--- src/logic/ocu_pkg.sv ---
package ocu_pkg;

  localparam int CNT_W = 16;
  localparam int MODE_W = 2;
  localparam int WGM_W = 4;

  // Compare output mode codes
  localparam logic [1:0] COM_NONE   = 2'h0;
  localparam logic [1:0] COM_TOGGLE = 2'h1;
  localparam logic [1:0] COM_CLEAR  = 2'h2;
  localparam logic [1:0] COM_SET    = 2'h3;

  // Values after reset, and counter limits
  localparam logic       WAVE_RESET  = 1'h0;
  localparam logic       BLOCK_RESET = 1'h0;
  localparam logic [15:0] CNT_MAX    = 16'hffff;
  localparam logic [15:0] CNT_BOTTOM = 16'h0000;

  // Waveform mode codes used by the mode decoder
  localparam logic [3:0] WGM_NORMAL   = 4'h0;
  localparam logic [3:0] WGM_CTC_OCR  = 4'h4;
  localparam logic [3:0] WGM_CTC_ICR  = 4'hc;
  localparam logic [3:0] WGM_RESERVED = 4'hd;

  // Mode summary from the decoder
  typedef struct packed {
    logic pwm;
    logic fast;
  } wave_mode_s;

  // Pin side of one channel
  typedef struct packed {
    logic pin_out;
    logic pin_oe_n;
  } pin_drive_s;

endpackage : ocu_pkg

--- src/logic/compare_match_gen.sv ---
`timescale 1ns/1ns
module compare_match_gen
  import ocu_pkg::*;
(
  // Clock and reset
  input  wire logic             sys_clk,
  input  wire logic             resetn,
  // Counter side
  input  wire logic             timer_tick,
  input  wire logic             counter_write,
  input  wire logic [CNT_W-1:0] counter_value,
  input  wire logic [CNT_W-1:0] compare_value,
  // Match outputs
  output logic                  match_raw,
  output logic                  match_event,
  output logic                  compare_match_flag_set
);

  logic block_reg;
  logic flag_pend_reg;

  assign match_raw = counter_value == compare_value;

  // block next cycle
  always_ff @(posedge sys_clk or negedge resetn)
  begin
    if (!resetn)
      block_reg <= BLOCK_RESET;
    else if (counter_write)
      block_reg <= 1'b1;
    else if (timer_tick)
      block_reg <= 1'b0;
  end

  // written-equal match dropped
  assign match_event = timer_tick && match_raw && !block_reg && !counter_write;

  // flag on next tick
  always_ff @(posedge sys_clk or negedge resetn)
  begin
    if (!resetn)
      flag_pend_reg <= 1'b0;
    else if (match_event)
      flag_pend_reg <= 1'b1;
    else if (timer_tick)
      flag_pend_reg <= 1'b0;
  end

  assign compare_match_flag_set = flag_pend_reg && timer_tick;

endmodule : compare_match_gen

--- src/logic/timer16_compare_output_unit.sv ---
// Notes on behaviour
// Counter write blocks matches next timer cycle
// Writing counter equal to compare drops match
// Lost TOP match lets counter run to max
// Software avoids writing BOTTOM while counting down
// Software sets output before enabling pin
// Output bit kept across mode changes
// Mode field acts at once on pin
// Reset clears waveform output bit
// Nonzero mode field routes waveform to pin
// Direction bit alone sets pin direction
// Mode zero leaves output bit unchanged
// New mode acts at next match
// Force strobe applies action in non-PWM
// Mode field ignored by input capture
// Mode field does not alter counting
// PWM polarity, else set/clear/toggle
// Force touches output bit only
// Match sets flag next timer cycle
// Decoded PWM indication gates force strobes
`timescale 1ns/1ns
module timer16_compare_output_unit
  import ocu_pkg::*;
(
  // Clock and reset
  input  wire logic              sys_clk,
  input  wire logic              resetn,
  // Timer core
  input  wire logic              timer_tick,
  input  wire logic              counter_write,
  input  wire logic [CNT_W-1:0]  counter_value,
  input  wire logic [CNT_W-1:0]  compare_value,
  input  wire logic              at_top,
  input  wire logic              at_bottom,
  input  wire logic              count_down,
  // Control bits
  input  wire logic [WGM_W-1:0]  waveform_mode_select,
  input  wire logic [MODE_W-1:0] compare_output_mode,
  input  wire logic              force_compare_strobe,
  // Port pin
  input  wire logic              port_data_bit,
  input  wire logic              pin_direction_bit,
  output pin_drive_s             pin,
  // Status
  output logic                   waveform_output,
  output logic                   compare_match_flag_set,
  output logic                   match_event
);

  wave_mode_s mode;
  logic       force_ok;
  logic       wave_next;

  wave_mode_decoder u_dec (
    .waveform_mode_select (waveform_mode_select),
    .mode                 (mode)
  );

  // counting and capture stay outside; a lost match is just dropped here
  compare_match_gen u_cmp (
    .sys_clk                (sys_clk),
    .resetn                 (resetn),
    .timer_tick             (timer_tick),
    .counter_write          (counter_write),
    .counter_value          (counter_value),
    .compare_value          (compare_value),
    .match_raw              (),
    .match_event            (match_event),
    .compare_match_flag_set (compare_match_flag_set)
  );

  // force bypasses flag
  // strobe gated
  assign force_ok = force_compare_strobe && !mode.pwm;

  // action select
  always_comb
  begin
    wave_next = waveform_output;
    if (!mode.pwm)
    begin
      // forced action
      if (match_event || force_ok)
      begin
        // mode zero holds, live mode acts
        unique case (compare_output_mode)
          COM_NONE:   wave_next = waveform_output;
          COM_TOGGLE: wave_next = !waveform_output;
          COM_CLEAR:  wave_next = 1'b0;
          COM_SET:    wave_next = 1'b1;
        endcase
      end
    end
    else if (compare_output_mode[1])
    begin
      if (mode.fast)
      begin
        if (match_event)
          wave_next = compare_output_mode[0];
        else if (timer_tick && at_top)
          wave_next = !compare_output_mode[0];
      end
      else if (match_event)
        wave_next = count_down ? !compare_output_mode[0] : compare_output_mode[0];
      else if (timer_tick && at_bottom)
        wave_next = !compare_output_mode[0];
    end
    else if (compare_output_mode == COM_TOGGLE && match_event && mode.fast)
      wave_next = !waveform_output;
  end

  // reset clear, R06 held otherwise
  always_ff @(posedge sys_clk or negedge resetn)
  begin
    if (!resetn)
      waveform_output <= WAVE_RESET;
    else
      waveform_output <= wave_next;
  end

  // output source, R10 direction
  always_comb
  begin
    pin.pin_out  = (compare_output_mode != COM_NONE) ? waveform_output : port_data_bit;
    pin.pin_oe_n = !pin_direction_bit;
  end

endmodule : timer16_compare_output_unit

--- src/logic/wave_mode_decoder.sv ---
`timescale 1ns/1ns
module wave_mode_decoder
  import ocu_pkg::*;
(
  // Mode selection
  input  wire logic [WGM_W-1:0] waveform_mode_select,
  // Decoded mode
  output wave_mode_s            mode
);

  always_comb
  begin
    mode.pwm  = !(waveform_mode_select == WGM_NORMAL || waveform_mode_select == WGM_CTC_OCR ||
                  waveform_mode_select == WGM_CTC_ICR || waveform_mode_select == WGM_RESERVED);
    mode.fast = waveform_mode_select == 4'h5 || waveform_mode_select == 4'h6 ||
                waveform_mode_select == 4'h7 || waveform_mode_select == 4'he ||
                waveform_mode_select == 4'hf;
  end

endmodule : wave_mode_decoder

--- config.mk ---
export PLATFORM = sky130hd
export DESIGN_NAME = timer16_compare_output_unit
export DESIGN_NICKNAME = d
export VERILOG_FILES = /design/src/logic/ocu_pkg.sv /design/src/logic/compare_match_gen.sv /design/src/logic/timer16_compare_output_unit.sv /design/src/logic/wave_mode_decoder.sv
export SDC_FILE = /design/constraint.sdc
export NUM_CORES = 1
export LEC_CHECK = 0
export BUFFER_PORTS_ARGS = -buffer_cell sky130_fd_sc_hd__buf_2
export CORE_MARGIN = 8
export CORE_UTILIZATION = 32
export CTS_BUF_LIST = sky130_fd_sc_hd__clkbuf_4 sky130_fd_sc_hd__clkbuf_8 sky130_fd_sc_hd__clkbuf_16
export CTS_CLUSTER_SIZE = 12
export DETAILED_ROUTE_END_ITERATION = 8
export GPL_ROUTABILITY_DRIVEN = 0
export HOLD_SLACK_MARGIN = 0.03
export PLACE_DENSITY = 0.86
export SKIP_CTS_REPAIR_TIMING = 1
export SLEW_MARGIN = 20
export SYNTH_ARGS = -nofsm -noshare
export SYNTH_HDL_FRONTEND = slang
export SYNTH_SLANG_ARGS = --single-unit
export TNS_END_PERCENT = 10
--- constraint.sdc ---
create_clock -name sys_clk -period 1.6 [get_ports sys_clk]
set_clock_uncertainty 0.05 [all_clocks]
set_input_delay 0.16 -clock sys_clk [delete_from_list [all_inputs] [get_ports sys_clk]]
set_output_delay 0.16 -clock sys_clk [all_outputs]
set_load 0.05 [all_outputs]
==> flow_summary_export.csv <==
group,metric,value,unit
sta,rsz0062_at_grt,"yes",
yosys,syn_area_per_cell,8.29,sq um
global_routing,grt.overflow.total,0,
die,start_util,0.348,
die,dieArea,2930,sq um
routing,firstDrtPassIters,4,
die,die_w,54.1,um
sta,finalSetupTns,0,ns
global_routing,antenna_found_initial,0,
pwr,report.power.total,0.000483,W
sta,fmax,627,MHz
setup_path,crit_fanout,2,
hold_path,whs_path_depth,2,
sta,fin_crit_sh,0.997,
routing,drc,0,
setup_path,cp.required,1.39,ns
clocking,cts-htree-levels,1,
routing,vias_per_cell,4.82,
routing,dr.max_layer_used,"met4",
setup_path,path_class,"register to primary output",
sta,hold_viol,0,
die,fp-row-count,13,
pwr,power_density,571,nW/um^2
place,dp.cells,127,
routing,wl,1640,um
place,hpwl,1500,um
place,io_buffers,52,
routing,first_iter_violations,7,
cells_and_area,fin_cells,134,
cells_and_area,n_antenna_cell,0,
setup_path,reg2regPathDepth,6,
yosys,ys_types,28,
cells_and_area,area_delta_synth_final,82.2,%
clocking,cts.clk_slew.worst_paths,0.04,ns
cells_and_area,final_common_cell,"buf_2",
hold_path,holdPathEnd,"u_cmp.block_reg",
setup_path,r2r_start,"u_cmp.block_reg",
clocking,clk_path_buf_depth,2,
cells_and_area,final_nets,168,
setup_path,r2r_slack,0.08,ns
global_routing,grt_pass1_vias,703,
yosys,ys_ff_latch,3,
clocking,insertion_delay,0.24,ns
clocking,tritoncts,"built",
sta,finalSetupViolCount,0,
yosys,seq_area_frac_synth,0.162,
routing,m1WireLength,618,um
routing,avgRoutedWirePerCell,12.2,um
setup_path,timing.rr.end,"waveform_output",
sta,hold_slack,0.0673,ns
die,coreArea,1330,sq um
hold_path,hold_path_class,"input port to register",
clocking,cts_root_buffer,"clkbuf_4",
global_routing,grtUsageTotal,0.126,
sta,maxSlewViolCount,0,
clocking,cts_sinks,3,
setup_path,start_kind,"register",
global_routing,grt_max_degree,7,
status,status,"finished clean",
sta,relSlewSlack,0.847,
sta,fin_crit,1.60,ns
flow_run,maxCapViolCount,0,
yosys,syn_inst,56,
global_routing,grt_pass1_wl,2760,um
die,ioPinCount,53,
setup_path,arrival,1.39,ns
pwr,p_leak,0.456,nW
cells_and_area,most-common-layout-cells,"buf_2, xnor2_1, buf_4",
routing,ant_nets,0,
hold_path,min-delay-start,"counter_write",
clocking,numCtsBuffers,3,
yosys,synth.cell_area,464,sq um
sta,worst_pin_slew,0.227,ns
setup_path,cp-end-kind,"primary output",
die,die_h,54.1,um
routing,dr_wl_met2,787,um
routing,route.met3.wl,213,um
cells_and_area,final_layout_size_suffix_gt1_frac,0.580,
yosys,synth_nets,104,
yosys,ys_warn_count,0,
routing,vias,646,
pwr,worst_ir_drop_vdd,0.291,mV
## worst max-delay path: stages, from the launching register on
cell and delay (ns):
dfrtp_1 0.37, nor2_1 0.09, nand4_1 0.12, buf_4 0.17, nor3_4 0.20, buf_6 0.18
## Yosys cell counts (all sizes together)
library cell	number	area [sq um]
nor2b	1	6.26
a21oi	2	10.0
o22a	1	8.76
a21o	2	15.0
and2	1	6.26
nand2	1	3.75
a211o	1	8.76
o211a	1	10.0
xnor2	12	105
xor2	4	35.0
inv	4	15.0
dfrtp	3	75.1
nand4	4	25.0
nor4b	1	8.76
or2	3	18.8
nor2	2	7.51
a31o	1	8.76
a311oi	1	15.0
a22o	1	8.76
or3	1	6.26
nand3	1	5.00
mux2	2	22.5
o21ai	3	18.8
nor4	1	6.26
nor3	1	5.00
and4	1	8.76
## metrics by stage
stage	setup WS, ns	utilization	instance area, sq um
after floorplan	0.0227	-	475
after global placement	-0.101	0.588	785
after detailed placement	-0.140	0.588	785
after CTS	-0.168	0.611	815
after global routing	-0.131	0.634	846
final	0.00486	0.634	846
## area by class of cell
| cell class | count | area (sq um) |
|---|---|---|
| Multi-Input combinational cell | 49 | 385 |
| Sequential cell | 3 | 75.1 |
| Clock buffer | 4 | 30.0 |
| Tap cell | 15 | 18.8 |
| Timing Repair Buffer | 59 | 322 |
| Inverter | 4 | 15.0 |
| Fill cell | 128 | 488 |
## logic make-up (layout without fill, tap and decap cells)
logic type / Yosys count / after routing / synth area share
mux: 2 / 2 / 0.0485
flops: 3 / 3 / 0.162
buf+inv: 4 / 67 / 0.0323
simple gates: 18 / 18 / 0.232
compound gates: 13 / 13 / 0.224
xor+xnor: 16 / 16 / 0.302
## per-layer routing
layer,vias up,global-route usage
li1,330,-
met1,277,0.125
met2,37,0.210
met3,2,0.0606
met4,0,0.0738
met5,-,0
## worst max-delay path by stage
stage,start,end,cells past startpoint
6_report,u_cmp.block_reg,match_event,5
5_1_grt,compare_value[10],match_event,7
4_1_cts,u_cmp.block_reg,match_event,5
3_5_place_dp,compare_value[10],match_event,7
3_3_place_gp,compare_value[10],match_event,7
2_1_floorplan,compare_value[10],waveform_output,6
## power breakdown
| part | switching, W | leakage, nW | internal (W) |
|---|---|---|---|
| logic | 0.000123 | 0.400 | 0.000111 |
| registers | 0.00000772 | 0.0372 | 0.0000853 |
| clock network | 0.0000447 | 0.0184 | 0.000111 |
| total | 0.000176 | 0.456 | 0.000307 |
(Power assumes the default switching activity.)
